--- config.mk ---
export PLATFORM = sky130hd
export DESIGN_NAME = atxi_core
export DESIGN_NICKNAME = d
export VERILOG_FILES = /design/src/common/atxi_pkg.sv /design/src/core/atxi_pin_sync.sv /design/src/core/atxi_core.sv
export SDC_FILE = /design/constraint.sdc
export NUM_CORES = 1
export LEC_CHECK = 0
export ABC_AREA = 0
export BUFFER_PORTS_ARGS = -buffer_cell sky130_fd_sc_hd__clkbuf_2
export CAP_MARGIN = 20
export CORE_UTILIZATION = 38
export CTS_BUF_LIST = sky130_fd_sc_hd__clkbuf_4
export CTS_CLUSTER_SIZE = 12
export DETAILED_ROUTE_END_ITERATION = 10
export PLACE_DENSITY = 0.76
export SLEW_MARGIN = 10
export SYNTH_ARGS = -nofsm -noshare
export SYNTH_HDL_FRONTEND = slang
export SYNTH_SLANG_ARGS = --single-unit
--- constraint.sdc ---
create_clock -name i_clk -period 2.8 [get_ports i_clk]
set_input_delay 0.14 -clock i_clk [delete_from_list [all_inputs] [get_ports i_clk]]
set_output_delay 0.14 -clock i_clk [all_outputs]
set_load 0.005 [all_outputs]
--- src/common/atxi_pkg.sv ---
// Purpose: shared constants of the audio transmitter interrupt logic
// Assumes: 8-bit registers reached by index over the control port
// Notes: mask bits are active high (1 = source disabled)
package atxi_pkg;
   localparam logic [7:0] ATXI_STATUS_OFFSET = 8'h04;
   localparam logic [7:0] ATXI_MASK_CTRL_OFFSET = 8'h05;
   // status register fields
   localparam int ATXI_XFER_DONE_BIT = 0;
   localparam int ATXI_SLIP_BLK_BIT = 1;
   // mask and control register fields
   localparam int ATXI_XFER_MASK_BIT = 0;
   localparam int ATXI_SLIP_MASK_BIT = 1;
   localparam int ATXI_SELECT_BIT = 2;
   localparam logic [7:0] ATXI_MASK_CTRL_WMASK = 8'h07;
   // values after reset
   localparam logic [7:0] ATXI_STATUS_RESET = 8'h00;
   localparam logic [7:0] ATXI_MASK_CTRL_RESET = 8'h00;
   localparam logic [7:0] ATXI_RDATA_RESET = 8'h00;
   // bits of the synchroniser chain ahead of logic
   localparam int ATXI_SYNC_STAGES = 2;
endpackage

--- src/core/atxi_pin_sync.sv ---
// Purpose: two-flop synchroniser with rising edge pulse for a pin input
// Assumes: input is asynchronous to i_clk
// Notes: first stage feeds only the second stage
`timescale 1ns/1ps
module atxi_pin_sync
   import atxi_pkg::*;
(
   input wire logic i_clk,
   input wire logic i_rst_n,
   input wire logic i_pin,
   output logic o_level,
   output logic o_rise
);
   logic [ATXI_SYNC_STAGES-1:0] sync_reg;
   logic prev_reg;

   always_ff @(posedge i_clk) begin
      if (!i_rst_n) begin
         sync_reg <= '0;
      end else begin
         sync_reg <= {sync_reg[ATXI_SYNC_STAGES-2:0], i_pin};
      end
   end

   // edge looks only at the settled stage
   always_ff @(posedge i_clk) begin
      if (!i_rst_n) begin
         prev_reg <= 1'b0;
         o_rise <= 1'b0;
      end else begin
         prev_reg <= sync_reg[ATXI_SYNC_STAGES-1];
         o_rise <= sync_reg[ATXI_SYNC_STAGES-1] & ~prev_reg;
      end
   end

   assign o_level = sync_reg[ATXI_SYNC_STAGES-1];
endmodule

--- src/core/atxi_core.sv ---
// Purpose: interrupt status, mask and open-drain interrupt pin of the transmitter
// Assumes: event inputs are one-cycle pulses from logic on i_clk
// Notes: control mode pin and block start pin are synchronised here
//
// Contract
// - interrupts are produced only in software control mode.
// - three conditions are reported through two status flags; slip and block start share one.
// - the interrupt pin is pulled low for an unmasked condition and otherwise released.
// - set flags hold until a status read clears them; the pin follows the unmasked set flags.
// - per-source mask bits live in the control register at offset 05.
// - a finished channel status buffer transfer sets the transfer flag.
// - status flags are active high.
// - the select bit in register 05 picks slip (0) or block start (1) for the slip flag.
// - in slip mode every dropped or repeated sample sets the slip flag.
// - in block start mode an internal or external block start sets the slip flag.
// - the transfer flag rises when the copy into the transmit buffer completes, if unmasked.
`timescale 1ns/1ps
module atxi_core
   import atxi_pkg::*;
(
   input wire logic i_clk,
   input wire logic i_rst_n,
   input wire logic i_sw_mode_pin,
   input wire logic i_block_start_input,
   input wire logic i_buf_xfer_done,
   input wire logic i_sample_slip,
   input wire logic i_block_start_int,
   input wire logic [7:0] i_reg_addr,
   input wire logic i_reg_wr,
   input wire logic i_reg_rd,
   input wire logic [7:0] i_reg_wdata,
   output logic [7:0] o_reg_rdata,
   output logic o_int_n_o,
   output logic o_int_n_oe
);
   logic sw_mode;
   logic bls_rise;
   logic [7:0] status_reg;
   logic [7:0] status_next;
   logic [7:0] mask_ctrl_reg;
   logic rd_status;
   logic xfer_ev;
   logic slip_ev;
   logic blk_any;
   logic slip_select;

   // one decoder shared by the strobe paths and the read mux
   function automatic logic reg_hit(input logic [7:0] addr, input logic [7:0] offset);
      return addr == offset;
   endfunction

   atxi_pin_sync u_mode_sync (
      .i_clk(i_clk),
      .i_rst_n(i_rst_n),
      .i_pin(i_sw_mode_pin),
      .o_level(sw_mode),
      .o_rise()
   );

   atxi_pin_sync u_bls_sync (
      .i_clk(i_clk),
      .i_rst_n(i_rst_n),
      .i_pin(i_block_start_input),
      .o_level(),
      .o_rise(bls_rise)
   );

   assign rd_status = i_reg_rd && reg_hit(i_reg_addr, ATXI_STATUS_OFFSET);
   assign slip_select = mask_ctrl_reg[ATXI_SELECT_BIT];
   assign blk_any = i_block_start_int | bls_rise;
   // masked sources never reach the flags
   assign xfer_ev = sw_mode & i_buf_xfer_done & ~mask_ctrl_reg[ATXI_XFER_MASK_BIT];
   // one flag, two meanings
   assign slip_ev = sw_mode & ~mask_ctrl_reg[ATXI_SLIP_MASK_BIT]
      & (slip_select ? blk_any : i_sample_slip);

   // set beats clear so a read never swallows a fresh event
   always_comb begin
      status_next = rd_status ? ATXI_STATUS_RESET : status_reg;
      if (xfer_ev) begin
         status_next[ATXI_XFER_DONE_BIT] = 1'b1;
      end
      if (slip_ev) begin
         status_next[ATXI_SLIP_BLK_BIT] = 1'b1;
      end
   end

   always_ff @(posedge i_clk) begin
      if (!i_rst_n) begin
         status_reg <= ATXI_STATUS_RESET;
      end else begin
         status_reg <= status_next;
      end
   end

   // only the mask and select bits are writable; others read zero
   always_ff @(posedge i_clk) begin
      if (!i_rst_n) begin
         mask_ctrl_reg <= ATXI_MASK_CTRL_RESET;
      end else if (i_reg_wr && reg_hit(i_reg_addr, ATXI_MASK_CTRL_OFFSET)) begin
         mask_ctrl_reg <= i_reg_wdata & ATXI_MASK_CTRL_WMASK;
      end
   end

   // read data one cycle after the strobe; unmapped reads give zero
   always_ff @(posedge i_clk) begin
      if (!i_rst_n) begin
         o_reg_rdata <= ATXI_RDATA_RESET;
      end else if (i_reg_rd) begin
         if (reg_hit(i_reg_addr, ATXI_STATUS_OFFSET)) begin
            o_reg_rdata <= status_reg;
         end else if (reg_hit(i_reg_addr, ATXI_MASK_CTRL_OFFSET)) begin
            o_reg_rdata <= mask_ctrl_reg;
         end else begin
            o_reg_rdata <= ATXI_RDATA_RESET;
         end
      end
   end

   // open drain: data always low, enable pulls the line; mask also gates
   // flags raised before the mask was written
   always_ff @(posedge i_clk) begin
      if (!i_rst_n) begin
         o_int_n_o <= 1'b0;
         o_int_n_oe <= 1'b0;
      end else begin
         o_int_n_o <= 1'b0;
         o_int_n_oe <= sw_mode && |(status_next[1:0] & ~mask_ctrl_reg[1:0]);
      end
   end

   a_hw_mode_quiet: assert property (@(posedge i_clk) disable iff (!i_rst_n)
      !sw_mode |=> !o_int_n_oe)
      else $error("interrupt pin driven outside software mode");

   a_xfer_sets_flag: assert property (@(posedge i_clk) disable iff (!i_rst_n)
      sw_mode && i_buf_xfer_done && !mask_ctrl_reg[ATXI_XFER_MASK_BIT]
      |=> status_reg[ATXI_XFER_DONE_BIT])
      else $error("buffer transfer did not set its flag");

   a_slip_mode_sets: assert property (@(posedge i_clk) disable iff (!i_rst_n)
      sw_mode && !slip_select && i_sample_slip && !mask_ctrl_reg[ATXI_SLIP_MASK_BIT]
      |=> status_reg[ATXI_SLIP_BLK_BIT])
      else $error("sample slip did not set slip flag");

   a_blk_mode_sets: assert property (@(posedge i_clk) disable iff (!i_rst_n)
      sw_mode && slip_select && blk_any && !mask_ctrl_reg[ATXI_SLIP_MASK_BIT]
      |=> status_reg[ATXI_SLIP_BLK_BIT])
      else $error("block start did not set slip flag");

   a_select_blocks_slip: assert property (@(posedge i_clk) disable iff (!i_rst_n)
      slip_select && !blk_any && !status_reg[ATXI_SLIP_BLK_BIT]
      |=> !status_reg[ATXI_SLIP_BLK_BIT])
      else $error("slip flag set by wrong source");

   a_flags_hold: assert property (@(posedge i_clk) disable iff (!i_rst_n)
      !rd_status |=> (status_reg & $past(status_reg)) == $past(status_reg))
      else $error("status flag dropped without a read");

   a_read_clears: assert property (@(posedge i_clk) disable iff (!i_rst_n)
      rd_status && !xfer_ev && !slip_ev |=> status_reg == ATXI_STATUS_RESET && !o_int_n_oe)
      else $error("status read did not clear flags and pin");

   a_set_wins_read: assert property (@(posedge i_clk) disable iff (!i_rst_n)
      rd_status && xfer_ev |=> status_reg[ATXI_XFER_DONE_BIT])
      else $error("event lost at status read");

   a_pin_low_on_flag: assert property (@(posedge i_clk) disable iff (!i_rst_n)
      sw_mode && $rose(status_reg[ATXI_XFER_DONE_BIT]) && !mask_ctrl_reg[ATXI_XFER_MASK_BIT]
      |-> o_int_n_oe && !o_int_n_o)
      else $error("interrupt pin not pulled low");

   a_mask_blocks_set: assert property (@(posedge i_clk) disable iff (!i_rst_n)
      mask_ctrl_reg[ATXI_XFER_MASK_BIT] && !status_reg[ATXI_XFER_DONE_BIT]
      |=> !status_reg[ATXI_XFER_DONE_BIT])
      else $error("masked source set its flag");

   a_read_returns: assert property (@(posedge i_clk) disable iff (!i_rst_n)
      rd_status |=> o_reg_rdata == $past(status_reg))
      else $error("status read returned wrong value");

   a_pin_data_low: assert property (@(posedge i_clk) disable iff (!i_rst_n)
      !o_int_n_o)
      else $error("interrupt pin data driven high");

   a_pin_holds_flag: assert property (@(posedge i_clk) disable iff (!i_rst_n)
      sw_mode && !rd_status && status_reg[ATXI_SLIP_BLK_BIT]
      && !mask_ctrl_reg[ATXI_SLIP_MASK_BIT] |=> o_int_n_oe)
      else $error("interrupt pin released before a status read");

   a_slip_mask_blocks: assert property (@(posedge i_clk) disable iff (!i_rst_n)
      mask_ctrl_reg[ATXI_SLIP_MASK_BIT] && !status_reg[ATXI_SLIP_BLK_BIT]
      |=> !status_reg[ATXI_SLIP_BLK_BIT])
      else $error("masked slip source set its flag");

   a_slip_mode_blind: assert property (@(posedge i_clk) disable iff (!i_rst_n)
      !slip_select && !i_sample_slip && !status_reg[ATXI_SLIP_BLK_BIT]
      |=> !status_reg[ATXI_SLIP_BLK_BIT])
      else $error("block start seen in slip mode");

   a_hw_mode_no_flag: assert property (@(posedge i_clk) disable iff (!i_rst_n)
      !sw_mode && !status_reg[ATXI_XFER_DONE_BIT] |=> !status_reg[ATXI_XFER_DONE_BIT])
      else $error("flag set outside software mode");

   a_slip_wins_read: assert property (@(posedge i_clk) disable iff (!i_rst_n)
      rd_status && slip_ev |=> status_reg[ATXI_SLIP_BLK_BIT])
      else $error("slip event lost at status read");

   // spare bits must never read back as a flag
   a_status_spare_zero: assert property (@(posedge i_clk) disable iff (!i_rst_n)
      status_reg[7:2] == 6'h00)
      else $error("spare status bit set");

   a_ctrl_spare_zero: assert property (@(posedge i_clk) disable iff (!i_rst_n)
      (mask_ctrl_reg & ~ATXI_MASK_CTRL_WMASK) == 8'h00)
      else $error("spare control bit set");

   a_ctrl_write_lands: assert property (@(posedge i_clk) disable iff (!i_rst_n)
      i_reg_wr && reg_hit(i_reg_addr, ATXI_MASK_CTRL_OFFSET)
      |=> mask_ctrl_reg == ($past(i_reg_wdata) & ATXI_MASK_CTRL_WMASK))
      else $error("control write did not land");
endmodule

==> flow_summary.yaml <==
critical_path:
  end_kind: "flip-flop"
  reg2reg_from: "mask_ctrl_reg[2]$_SDFFE_PN0P_"
  reg2regPathDepth: 4
  reg2reg_slack_ns: 1.59
  r2r-end: "o_int_n_oe$_SDFF_PN0_"
  worstPathMaxFanout: 4
  crit_arrival_ns: 1.41
  start_kind: "flip-flop"
  path_class: "flip-flop to flip-flop"
  cp.required_ns: 3.00
floorplanning:
  row_count: 14
  die_y_um: 43.0
  die_w_um: 43.0
  start_util_pct: 41.4
  dieArea_um2: 1850
  floorplan.core_area_um2: 1540
  pin_count: 35
pwr:
  p_int_uw: 288
  seqPwrFrac_pct: 59.3
  peakVddDrop_uv: 199
  fin_total_pwr_uw: 370
  swShare_pct: 22.3
  power_switching_uw: 82.4
  clock_power_share_pct: 32.3
  p_leak_uw: 0.000354
  p_comb_share_pct: 8.3
  power_density_nw_per_um2: 480
synth:
  yosys_register_bits: 15
  netlist-cell-type-count: 21
  avgSynthCellArea_um2: 9.67
  synthCells: 66
  ys_async_sr_fraction_pct: 0
  seq_area_frac_synth_pct: 47.1
  syn_area_um2: 638
  yosys_warnings: 0
  synth_edf_count: 0
  synth-main-ff-cell: "dfxtp_1"
timing:
  drv_slew: 0
  setup-tns-final_ns: 0
  rsz0062_at_grt: "false"
  fmax_ghz: 0.827
  clock_skew_ns: 0.00383
  fin_crit_ns: 1.21
  hold_violations: 0
  setup_violations: 0
  post-route-period-util_pct: 43.2
global_routing:
  grt_usage_pct: 12.3
  grt_pass1_vias: 413
  grt_pass1_wl_um: 1570
  grt_max_degree: 15
  grt_overflow: 0
  antenna_found_initial: 0
final_layout:
  final_common_cell: "clkbuf_2"
  area_growth_syn_to_layout_pct: 20.8
  layout_common_cells: "clkbuf_2 (23), dfxtp_1 (15), and2_1 (8)"
  fin_nets: 117
  antenna_cells: 0
  fill_cells: 163
  drive_gt1_share_pct: 34.1
clocking:
  cts_num_sinks: 15
  tritoncts: "done"
  clk_latency_ns: 0.28
  post_cts_resized: 0
  htree_levels: 1
  cts_buffer_depth: 2
  path_clk_slew_ns: 0.08
  cts_hold_buf: 0
  cts_setup_buffers: 0
  cts_buffers: 3
  root_buffer: "clkbuf_4"
placed_design:
  place.port_buffers: 23
  dpl.hpwl_um: 818
  place_congestion: 0.749
worst_hold_path:
  min_to: "u_mode_sync.sync_reg[0]$_SDFF_PN0_"
  holdCritStartpoint: "i_sw_mode_pin"
  min_path_cells: 2
  holdCritPathClass: "input port to flip-flop"
route:
  via_count: 495
  drcViolationCount: 0
  antenna_left: 0
  routedWlPerCell_um: 9.91
  drt_iter0_drc: 5
  drt-pass1-iter-count: 4
  vias_per_cell: 4.63
  routed_wl_um: 1060
run_status:
  status: "finished clean"
run:
  max_cap_violations: 0
==> per-stage QoR <==
stage	setup WS, ns	utilization (%)	hold WS (ns)	area [um^2]	cells
final	1.59	50.0	0.0478	771	107
after global routing	1.50	50.0	0.0438	771	107
after floorplan	1.66	-	0.262	657	71
after detailed placement	1.55	48.2	0.344	743	103
after CTS	1.57	50.0	0.0420	771	107
after global placement	1.56	48.2	0.343	743	103
==> layout make-up <==
type | instances | area (um^2) | area share, %
clock inverter | 1 | 5.00 | 0.649
multi-input combinational | 45 | 293 | 38.0
timing repair buffer | 23 | 115 | 14.9
inverter | 4 | 15.0 | 1.95
clock buffer | 3 | 22.5 | 2.92
tap | 16 | 20.0 | 2.60
sequential | 15 | 300 | 39.0
==> logic make-up (layout without fill, tap and decap cells) <==
family | after synthesis | count (layout) | synth area share (%)
compound gates | 7 | 7 | 8.24
simple gates | 27 | 27 | 26.3
flops | 15 | 15 | 47.1
other cells | 1 | 6 | 0.588
buf+inv | 11 | 31 | 10.0
mux | 5 | 5 | 7.84
==> per-layer routing <==
metal / GRT usage [%] / vias up / wire, um
met3: 2.55 / 5 / 80
met2: 19.4 / 25 / 479
li1: - / 258 / -
met1: 13.8 / 207 / 465
met5: 0 / - / 0
met4: 10.9 / 0 / 35
==> power by group through the flow <==
stage | logic (uW) | clock network, uW | registers, uW
5_1_grt | 34.5 | 132 | 220
4_1_cts | 31.2 | 124 | 220
3_3_place_gp | 30.1 | 0 | 224
3_5_place_dp | 30.9 | 0 | 225
2_1_floorplan | 19.5 | 0 | 224
6_report | 30.9 | 120 | 220
==> synthesized netlist by cell type (2+ instances only) <==
cell type,number,share of area [%]
dfxtp_1,15,47
nor2b_1,6,5.9
nand2_1,4,2.4
nor4b_1,2,2.7
o22ai_1,3,2.9
and2_1,8,7.8
buf_4,6,7.1
mux2i_1,5,7.8
a21oi_1,2,1.6
nor2_1,2,1.2
inv_1,3,1.8
==> critical path, stage by stage (launching register included) <==
cell and delay [ns]:
dfxtp_1 0.39, nor2_1 0.07, a2111oi_2 0.32, a21oi_1 0.09, o32ai_1 0.25
==> worst max path at each step <==
stage / startpoint / end / slack, ns / cells past startpoint
finish: mask_ctrl_reg[2]$_SDFFE_PN0P_ / o_int_n_oe$_SDFF_PN0_ / 1.59 / 4
global route: mask_ctrl_reg[2]$_SDFFE_PN0P_ / o_int_n_oe$_SDFF_PN0_ / 1.50 / 4
CTS: mask_ctrl_reg[2]$_SDFFE_PN0P_ / o_int_n_oe$_SDFF_PN0_ / 1.57 / 4
detailed placement: i_reg_addr[3] / mask_ctrl_reg[2]$_SDFFE_PN0P_ / 1.55 / 5
global placement: mask_ctrl_reg[2]$_SDFFE_PN0P_ / o_int_n_oe$_SDFF_PN0_ / 1.56 / 4
floorplan: mask_ctrl_reg[2]$_SDFFE_PN0P_ / o_int_n_oe$_SDFF_PN0_ / 1.66 / 4
Note: power is estimated with default switching activity, not from simulation.
